[src/fmsp_pkg.sv]
/*
 * Constants, state encodings and the state record of the four-mode serial port.
 * Assumes one 50 MHz clock and an APB master with 32-bit data.
 */
`default_nettype none
package fmsp_pkg;
    // Register byte offsets
    localparam logic [7:0] OFF_CTRL  = 8'h00;
    localparam logic [7:0] OFF_BUF   = 8'h04;
    localparam logic [7:0] OFF_POWER = 8'h08;
    localparam logic [7:0] OFF_SLAVE_ADDRESS_REG = 8'h0C;
    localparam logic [7:0] OFF_SLAVE_ADDRESS_MASK_REG = 8'h10;

    // Control register fields, and the doubler bit of the power register
    localparam int B_MODE_HI = 7;
    localparam int B_MODE_LO = 6;
    localparam int B_MPF     = 5;
    localparam int B_REN     = 4;
    localparam int B_TB8     = 3;
    localparam int B_RB8     = 2;
    localparam int B_TI      = 1;
    localparam int B_RI      = 0;
    localparam int B_BAUD_DOUBLER_BIT    = 7;

    // Reset values of the address registers
    localparam logic [7:0] SLAVE_ADDRESS_REG_RST = 8'h00;
    localparam logic [7:0] SLAVE_ADDRESS_MASK_REG_RST = 8'h00;

    // Mode select codes
    localparam logic [1:0] MODE_SYNC    = 2'b00;
    localparam logic [1:0] MODE_ASYNC10 = 2'b01;
    localparam logic [1:0] MODE_ASYNC9F = 2'b10;
    localparam logic [1:0] MODE_ASYNC9T = 2'b11;

    // Synchronous shift clock: last phase and rising-edge phase
    localparam logic [3:0] M0_LAST12 = 4'hB;
    localparam logic [3:0] M0_HALF12 = 4'h6;
    localparam logic [3:0] M0_LAST4  = 4'h3;
    localparam logic [3:0] M0_HALF4  = 4'h2;
    localparam logic [3:0] M0_BITS   = 4'h7;

    // Fixed-rate prescaler: 16x tick every 4 (baud /64) or 2 (baud /32) clocks
    localparam logic [1:0] PRE_LAST64 = 2'h3;
    localparam logic [1:0] PRE_LAST32 = 2'h1;

    // Divide-by-16 bit timing, sample states 7th, 8th and 9th
    localparam logic [3:0] OVS_LAST = 4'hF;
    localparam logic [3:0] SMP1     = 4'h6;
    localparam logic [3:0] SMP2     = 4'h7;
    localparam logic [3:0] SMP3     = 4'h8;

    // Data bits sent and index of the stop bit on receive
    localparam logic [3:0] NBITS8  = 4'h8;
    localparam logic [3:0] NBITS9  = 4'h9;
    localparam logic [3:0] RXEND10 = 4'h9;
    localparam logic [3:0] RXEND11 = 4'hA;

    typedef enum logic {RX_IDLE = 1'b0, RX_RUN = 1'b1} fmsp_rx_t;
    typedef enum logic [1:0] {M0_IDLE = 2'b00, M0_TX = 2'b01, M0_RX = 2'b10} fmsp_m0_t;

    typedef struct packed {
        logic [1:0] mode;
        logic       mpf, ren, tb8, rb8, ti, ri, baud_doubler_bit;
        logic [7:0] slave_address_reg, slave_address_mask_reg, serial_buffer, rdata;
        logic [1:0] pre;
        logic [3:0] txdiv;
        logic       txpend, txbusy;
        logic [3:0] txcnt;
        logic [8:0] txsh;
        logic       txd;
        fmsp_rx_t   rxst;
        logic [3:0] rxdiv;
        logic       rxprev;
        logic [1:0] smp;
        logic [3:0] rxcnt;
        logic [8:0] rxsh;
        fmsp_m0_t   m0st;
        logic [3:0] m0ph, m0cnt;
        logic [7:0] m0sh;
        logic       m0out;
    } fmsp_state_t;

    localparam fmsp_state_t STATE_RST = '{slave_address_reg: SLAVE_ADDRESS_REG_RST, slave_address_mask_reg: SLAVE_ADDRESS_MASK_REG_RST, txd: 1'b1,
        rxprev: 1'b1, rxst: RX_IDLE, m0st: M0_IDLE, default: '0};
endpackage
`default_nettype wire

[src/fmsp_serial_port.sv]
/*
 * Four-mode serial port with APB register access: synchronous shifter and
 * three asynchronous frame formats with majority sampling and address filter.
 * Assumes all inputs synchronous to pclk and a timer overflow pulse for the
 * variable-rate modes.
 */
`default_nettype none

// Summary of operation
// - Two mode bits select four frame modes
// - Sync mode: data on rxd, clock on txd
// - Sync clock is pclk/12 or pclk/4
// - Buffer write sends; shift on falling edge
// - Sync receive when enabled and done clear
// - Mode 1 frame: start, 8 data, stop
// - Mode 1 rate is timer overflow/16
// - Transmit starts after next 16-count rollover
// - Done flag set when stop bit starts
// - Receive enabled; falling edge resets divider
// - Majority of samples 7, 8 and 9
// - Bad start bit aborts reception
// - Mode 1 load needs done clear, stop check
// - Mode 2 frame carries ninth bit
// - Mode 2 rate pclk/32 or pclk/64
// - Buffer write also loads ninth bit
// - Mode 2 done at eleventh rollover
// - Mode 2 load needs address match
// - Doubler bit 0 gives /64, 1 gives /32
// - Mode 3 is mode 2 with timer rate
// - Address mask selects compared bits
module fmsp_serial_port
    import fmsp_pkg::*;
(
    // Clock and reset
    input  wire logic        pclk,
    input  wire logic        presetn,
    // APB slave
    input  wire logic        psel,
    input  wire logic        penable,
    input  wire logic        pwrite,
    input  wire logic [7:0]  paddr,
    input  wire logic [31:0] pwdata,
    output logic      [31:0] prdata,
    output logic             pready,
    output logic             pslverr,
    // Baud source
    input  wire logic        timer_ovf_tick,
    // Serial pins
    input  wire logic        rxd_i,
    output logic             rxd_o,
    output logic             rxd_oe_n,
    output logic             txd_o
);
    fmsp_state_t q;
    fmsp_state_t d;
    logic       acc;
    logic       wr;
    logic       setup;
    logic       mapped;
    logic       wr_ctrl;
    logic       wr_buf;
    logic       is_m0;
    logic       fixed;
    logic [1:0] pre_last;
    logic       tick;
    logic       tx_roll;
    logic [3:0] nbits;
    logic [3:0] m0_last;
    logic [3:0] m0_half;
    logic       m0_wrap;
    logic       maj;
    logic       match;
    logic [3:0] rx_last;
    logic       rx_mid;
    logic       rx_end;
    logic       ld_ok;

    // Bus decode; zero wait states so pready is a constant
    assign acc     = psel & penable;
    assign wr      = acc & pwrite;
    assign setup   = psel & ~penable;
    assign mapped  = paddr inside {OFF_CTRL, OFF_BUF, OFF_POWER, OFF_SLAVE_ADDRESS_REG, OFF_SLAVE_ADDRESS_MASK_REG};
    assign wr_ctrl = wr & (paddr == OFF_CTRL);
    assign wr_buf  = wr & (paddr == OFF_BUF);
    assign pready  = 1'b1;
    assign pslverr = acc & ~mapped;
    assign prdata  = {24'h0000_00, q.rdata};

    // Rate selection per mode
    assign is_m0    = (q.mode == MODE_SYNC);
    assign fixed    = (q.mode == MODE_ASYNC9F);
    assign pre_last = q.baud_doubler_bit ? PRE_LAST32 : PRE_LAST64;
    // Timer modes take the overflow pulse as the 16x tick
    assign tick     = fixed ? (q.pre == pre_last) : timer_ovf_tick;
    assign tx_roll  = tick & (q.txdiv == OVS_LAST);
    assign nbits    = q.mode[1] ? NBITS9 : NBITS8;
    assign m0_last  = q.mpf ? M0_LAST4 : M0_LAST12;
    assign m0_half  = q.mpf ? M0_HALF4 : M0_HALF12;
    assign m0_wrap  = (q.m0ph == m0_last);

    // Receive decisions
    assign maj     = (q.smp[0] & q.smp[1]) | (q.smp[0] & rxd_i) | (q.smp[1] & rxd_i);
    assign match   = ((q.rxsh[7:0] ^ q.slave_address_reg) & q.slave_address_mask_reg) == 8'h00;
    assign rx_last = q.mode[1] ? RXEND11 : RXEND10;
    assign rx_mid  = tick & (q.rxst == RX_RUN) & (q.rxdiv == SMP3);
    assign rx_end  = rx_mid & (q.rxcnt == rx_last);
    // Ninth bit gate for 11-bit frames, stop bit gate for 10-bit frames
    assign ld_ok   = rx_end & ~q.ri & (~q.mpf | (q.mode[1] ? (q.rxsh[8] & match) : maj));

    // Pins; the sync clock idles high and is low for the first half period
    assign rxd_o    = q.m0out;
    assign rxd_oe_n = (q.m0st != M0_TX);
    assign txd_o    = is_m0 ? ((q.m0st == M0_IDLE) | (q.m0ph >= m0_half)) : q.txd;

    // Next-state logic; hardware sets come after software writes so a set wins
    always_comb begin
        d = q;
        // Read data captured in the setup phase, shown in the access phase
        if (setup) begin
            unique case (paddr)
                OFF_CTRL:  d.rdata = {q.mode, q.mpf, q.ren, q.tb8, q.rb8, q.ti, q.ri};
                OFF_BUF:   d.rdata = q.serial_buffer;
                OFF_POWER: d.rdata = {q.baud_doubler_bit, 7'h00};
                OFF_SLAVE_ADDRESS_REG: d.rdata = q.slave_address_reg;
                OFF_SLAVE_ADDRESS_MASK_REG: d.rdata = q.slave_address_mask_reg;
                default:   d.rdata = 8'h00;
            endcase
        end
        // Register writes
        if (wr_ctrl) begin
            d.mode = pwdata[B_MODE_HI:B_MODE_LO];
            d.mpf  = pwdata[B_MPF];
            d.ren  = pwdata[B_REN];
            d.tb8  = pwdata[B_TB8];
            d.rb8  = pwdata[B_RB8];
            d.ti   = pwdata[B_TI];
            d.ri   = pwdata[B_RI];
        end
        if (wr & (paddr == OFF_POWER)) begin
            d.baud_doubler_bit = pwdata[B_BAUD_DOUBLER_BIT];
        end
        if (wr & (paddr == OFF_SLAVE_ADDRESS_REG)) begin
            d.slave_address_reg = pwdata[7:0];
        end
        if (wr & (paddr == OFF_SLAVE_ADDRESS_MASK_REG)) begin
            d.slave_address_mask_reg = pwdata[7:0];
        end

        // Fixed-rate prescaler, idle outside the fixed mode
        d.pre = (fixed && q.pre != pre_last) ? q.pre + 2'h1 : 2'h0;

        // Asynchronous transmitter, frame aligned to the free 16-count
        if (tick) begin
            d.txdiv = q.txdiv + 4'h1;
        end
        if (wr_buf && !is_m0 && !q.txpend && !q.txbusy) begin
            d.txpend = 1'b1;
            // Stop level takes the ninth slot in 10-bit frames
            d.txsh   = {(q.mode[1] ? q.tb8 : 1'b1), pwdata[7:0]};
        end
        if (tx_roll && !is_m0) begin
            if (q.txpend) begin
                d.txpend = 1'b0;
                d.txbusy = 1'b1;
                d.txd    = 1'b0;
                d.txcnt  = 4'h0;
            end else if (q.txbusy) begin
                d.txcnt = q.txcnt + 4'h1;
                if (q.txcnt < nbits) begin
                    d.txd  = q.txsh[0];
                    d.txsh = {1'b1, q.txsh[8:1]};
                end else if (q.txcnt == nbits) begin
                    d.txd = 1'b1;
                    d.ti  = 1'b1;
                end else begin
                    d.txbusy = 1'b0;
                end
            end
        end

        // Asynchronous receiver
        if (tick) begin
            d.rxprev = rxd_i;
        end
        if (is_m0 || !q.ren) begin
            d.rxst = RX_IDLE;
        end else if (q.rxst == RX_IDLE) begin
            if (tick && q.rxprev && !rxd_i) begin
                d.rxst  = RX_RUN;
                d.rxdiv = 4'h0;
                d.rxcnt = 4'h0;
            end
        end else if (tick) begin
            d.rxdiv = q.rxdiv + 4'h1;
            if (q.rxdiv == SMP1) begin
                d.smp[0] = rxd_i;
            end
            if (q.rxdiv == SMP2) begin
                d.smp[1] = rxd_i;
            end
            if (q.rxdiv == OVS_LAST) begin
                d.rxcnt = q.rxcnt + 4'h1;
            end
            if (q.rxdiv == SMP3) begin
                if (q.rxcnt == 4'h0) begin
                    if (maj) begin
                        d.rxst = RX_IDLE;
                    end
                end else if (q.rxcnt == rx_last) begin
                    // Stop bit judged; back to hunting for an edge
                    d.rxst = RX_IDLE;
                    if (ld_ok) begin
                        d.serial_buffer = q.rxsh[7:0];
                        d.rb8  = q.mode[1] ? q.rxsh[8] : maj;
                        d.ri   = 1'b1;
                    end
                end else begin
                    d.rxsh[q.rxcnt - 4'h1] = maj;
                end
            end
        end

        // Synchronous shifter; half duplex, so one state machine serves both ways
        unique case (q.m0st)
            M0_IDLE: begin
                if (is_m0 && wr_buf) begin
                    d.m0st  = M0_TX;
                    d.m0ph  = 4'h0;
                    d.m0cnt = 4'h0;
                    d.m0sh  = pwdata[7:0];
                    d.m0out = pwdata[0];
                end else if (is_m0 && q.ren && !q.ri) begin
                    d.m0st  = M0_RX;
                    d.m0ph  = 4'h0;
                    d.m0cnt = 4'h0;
                end
            end
            M0_TX, M0_RX: begin
                d.m0ph = m0_wrap ? 4'h0 : q.m0ph + 4'h1;
                if (q.m0st == M0_RX && q.m0ph == m0_half) begin
                    d.m0sh = {rxd_i, q.m0sh[7:1]};
                end
                if (m0_wrap) begin
                    d.m0cnt = q.m0cnt + 4'h1;
                    if (q.m0st == M0_TX) begin
                        // Falling edge: shift right with zero fill
                        d.m0sh  = {1'b0, q.m0sh[7:1]};
                        d.m0out = q.m0sh[1];
                    end
                    if (q.m0cnt == M0_BITS) begin
                        d.m0st = M0_IDLE;
                        if (q.m0st == M0_TX) begin
                            d.ti = 1'b1;
                        end else begin
                            d.serial_buffer = q.m0sh;
                            d.ri   = 1'b1;
                        end
                    end
                end
                if (!is_m0) begin
                    d.m0st = M0_IDLE;
                end
            end
            default: begin
                d.m0st = M0_IDLE;
            end
        endcase
    end

    // Single state register
    always_ff @(posedge pclk or negedge presetn) begin
        if (!presetn) begin
            q <= STATE_RST;
        end else begin
            q <= d;
        end
    end
endmodule
`default_nettype wire

[config.mk]
export PLATFORM = sky130hd
export DESIGN_NAME = fmsp_serial_port
export DESIGN_NICKNAME = d
export VERILOG_FILES = /design/src/fmsp_pkg.sv /design/src/fmsp_serial_port.sv
export SDC_FILE = /design/constraint.sdc
export NUM_CORES = 1
export LEC_CHECK = 0
export BUFFER_PORTS_ARGS = -buffer_cell sky130_fd_sc_hd__buf_2
export CORE_UTILIZATION = 37
export CTS_CLUSTER_DIAMETER = 60
export DETAILED_ROUTE_END_ITERATION = 6
export SETUP_SLACK_MARGIN = 0.05
export SYNTH_ARGS = -nofsm -noshare
export SYNTH_HDL_FRONTEND = slang
export SYNTH_SLANG_ARGS = --single-unit
export TNS_END_PERCENT = 1
[constraint.sdc]
create_clock -name pclk -period 2.3 [get_ports pclk]
set_input_delay 0.46 -clock pclk [delete_from_list [all_inputs] [get_ports pclk]]
set_output_delay 0.46 -clock pclk [all_outputs]
set_load 0.005 [all_outputs]
==> results.md <==
* CP Buf/Inv Count at 3
* Worst path top cell family by delay: simple AND/OR/NAND/NOR gates
* Startpoint types: input port
* Placed Area at between 0.006 and 0.007 mm^2
* Initial DRT Pass Iterations at 4
* H-tree levels at 3
* ANT cells at 0
* Initial DRC Count at 327
* Synthesis Warnings at 0
* Final setup violating endpoints at 0
* CTS tree: done
* Final hold violations at 0
* DP HPWL at approximately 11 mm
* Post-synthesis cell type count at 63
* Setup CP Type: in -> out
* Reg clk slew, reported paths at 70 ps
* Vert. Die Dim at ~130 um
* Hold buffers post-CTS at 0
* Setup tns final at 0 ps
* Flops & latches, synth at ~100
* Finished Cell Area at 0.00690 mm^2
* Synth top cells by count: 101 x dfrtp_1, 63 x mux2_2, 44 x nand2_1
* Post-Syn Instances at ~600
* Ys flop type: dfrtp_1
* Biggest area consumer among synthesized cells: dfrtp_1
* Placed Instances at 851
* Area contributors post-synth: dfrtp_1 42%, mux2_2 12%, ha_1 4.1%
* Die width at ~130 um
* Share of the synthesized area in the top cell type at 0.418
* Crit-path cells: buf_2 -> or4_4 -> buf_4 -> nor2_1 -> nand2_1 -> and3_1 -> buf_2
* Hold Worst Slack at roughly 77 ps
* Worst Setup End Kind: primary output
* Clock skew at 10.9 ps
* Most numerous cell in the Yosys netlist: dfrtp_1
* Starting Density at 0.380
* Status: finished, final reports clean
* Core ar. at between 0.015 and 0.02 mm^2
* Initial antenna violation count at 0
* Gp weighted congestion at 0.858
* P_leak at 3.25 nW
* Slew Limit Headroom at 0.637
* Worst-path maximum fanout at 3
* Fin util at 0.435
* Top cell by count, worst path: buf_2
* Drt total wl at 15.0 mm
* Clock root cell: clkbuf_16
* Clk buf depth at 2
* Nets at 713
* Max Cap Viol at 0
* Synthesized cell area at around 0.0060 mm^2
* Worst skew pair latency at 360 ps
* Worst slew pin tran at about 540 ps
* Setup Buffers After CTS at 0
* EDFF count, synth at 0
* Required time of the critical path at 1840 ps
* PwrDens at between 500 and 600 mW/mm^2
* Syn Area/Cell at roughly 10 um^2
* Share of synthesized registers carrying an async set or reset at 1.00
* Routed Antenna Nets at 0
* DRC at 0
* Critical Path AT at between 1500 and 2000 ps
* Largest net degree at the start of global routing at 44
* Vias in the first global route at 4541
* Die area at 0.0168 mm^2
* All-Layer GR Usage at 0.187
* DR WL/cell at ~17 um
* First-pass GRT wire length at around 24 mm
* Clock sink count at 103
* Register area share after synthesis at 0.427
* IO Pins at 84
* Syn-to-layout area delta at 14.3%
* CP max-delay cell: or4_4
* Hold/Removal Path Class: in -> async
* Fin. max-slew vios at 0
* Fraction of layout cells with a size suffix above 1 at 0.270
* F_max at 0.457 GHz
* DR vias at around 4700
* Fin crit share at 0.952
* GRT overflow at 0
* Port bufs at 34
* Min Tclk post-route at approximately 2200 ps
* Max stage delay on crit path at approximately 570 ps
* CTS Buf Count at 9
* Non-Filler Instances at 867
* Worst vdd ir at approximately 0.34 mV
* RSZ-0062 raised after global routing: yes
* Row cnt at 46
* Via density at 5.39
-- through the flow --
step / power (mW) / setup WS, ps
3_3_place_gp: 2.28 / -187
3_5_place_dp: 2.30 / -192
6_report: 3.82 / 110
2_1_floorplan: 2.16 / -105
5_1_grt: 3.96 / 24.8
4_1_cts: 3.85 / 53.9
-- sequential cells by signal, indices dropped and copies added, names as in the netlist, named ones only --
name    count
prdata      8
rxd_o       1
q          85
-- cells by family after synthesis --
kind of cell               after synthesis  share of synthesized area
and+or+nand+nor                        164                      0.149
buffers and inverters                   77                     0.0690
DFF                                    103                      0.427
adders and majority gates               21                     0.0431
AOI/OAI and AO/OA                      132                      0.154
xor gates and xnor gates                17                     0.0246
muxes                                   71                      0.133
other                                    2                    0.00124
-- worst register-to-register path: cells and delay by family, from the launching register on --
| kind | cells | cell delay [ps] |
|---|---|---|
| simple gates | 3 | 730 |
| flops | 1 | 450 |
| buf+inv | 2 | 350 |
| mux | 1 | 270 |
| compound gates | 1 | 180 |
-- power breakdown --
| group | total [mW] | internal, mW | switching (mW) | leakage, nW |
|---|---|---|---|---|
| Sequential | 1.93 | 1.87 | 0.0567 | 1.36 |
| Clock | 1.55 | 0.852 | 0.702 | 0.137 |
| Combinational | 0.337 | 0.139 | 0.198 | 1.76 |
| Total | 3.82 | 2.86 | 0.957 | 3.25 |
-- what timing repair did --
item | CTS | global route
setup endpoints to repair | 1 | 8
cloned | 0 | 0
gates resized for setup | 1 | 1
-- metal layers --
layer	up-vias	global-route usage	share of wire
met2	121	0.297	0.47
met4	0	0.0793	0.022
met3	22	0.0328	0.040
met1	2316	0.252	0.47
li1	2216	-	-
met5	-	0	0
-- area by class of cell --
class	instances	area [um^2]
sequential	103	2580
clock buffer	12	236
timing repair buffer	82	546
fill	1524	8980
multi-input combinational	430	3140
clock inverter	4	55.1
tap	216	270
inverter	20	75.1
-- worst paths after layout --
path,cells after the start,end,slack [ps],startpoint
hold reg to reg,1,q[59],470,q[59]
max in group asynchronous,2,q[85],1500,presetn
hold / removal,1,q[32],80,presetn
setup reg to reg,7,q[9],220,q[101]
min in group pclk,2,prdata[7],400,paddr[1]
setup / recovery,7,pslverr,110,paddr[0]
-- placed cells by master, fill, tap and decap left out, types with 3 or more instances in the layout --
cell type / n
a211oi_1: 5
a21oi_1: 19
a22o_1: 14
a22oi_1: 17
a31oi_1: 6
a41oi_1: 11
and2_1: 5
and3_1: 4
buf_2: 33
buf_4: 48
clkbuf_1: 3
clkbuf_16: 9
conb_1: 25
dfrtp_1: 100
ha_1: 20
inv_1: 20
mux2_2: 63
mux2i_1: 7
nand2_1: 44
nand2b_1: 8
nand3_1: 11
nand3b_1: 5
nand4_1: 4
nand4b_1: 4
nor2_1: 32
nor2b_1: 8
nor3_1: 11
nor3b_1: 6
o21ai_0: 33
o2bb2ai_1: 3
o31ai_1: 6
o41ai_1: 4
or3_1: 3
or3b_2: 4
xnor2_1: 7
xor2_1: 10
Note: power is estimated with default switching activity, not from simulation.
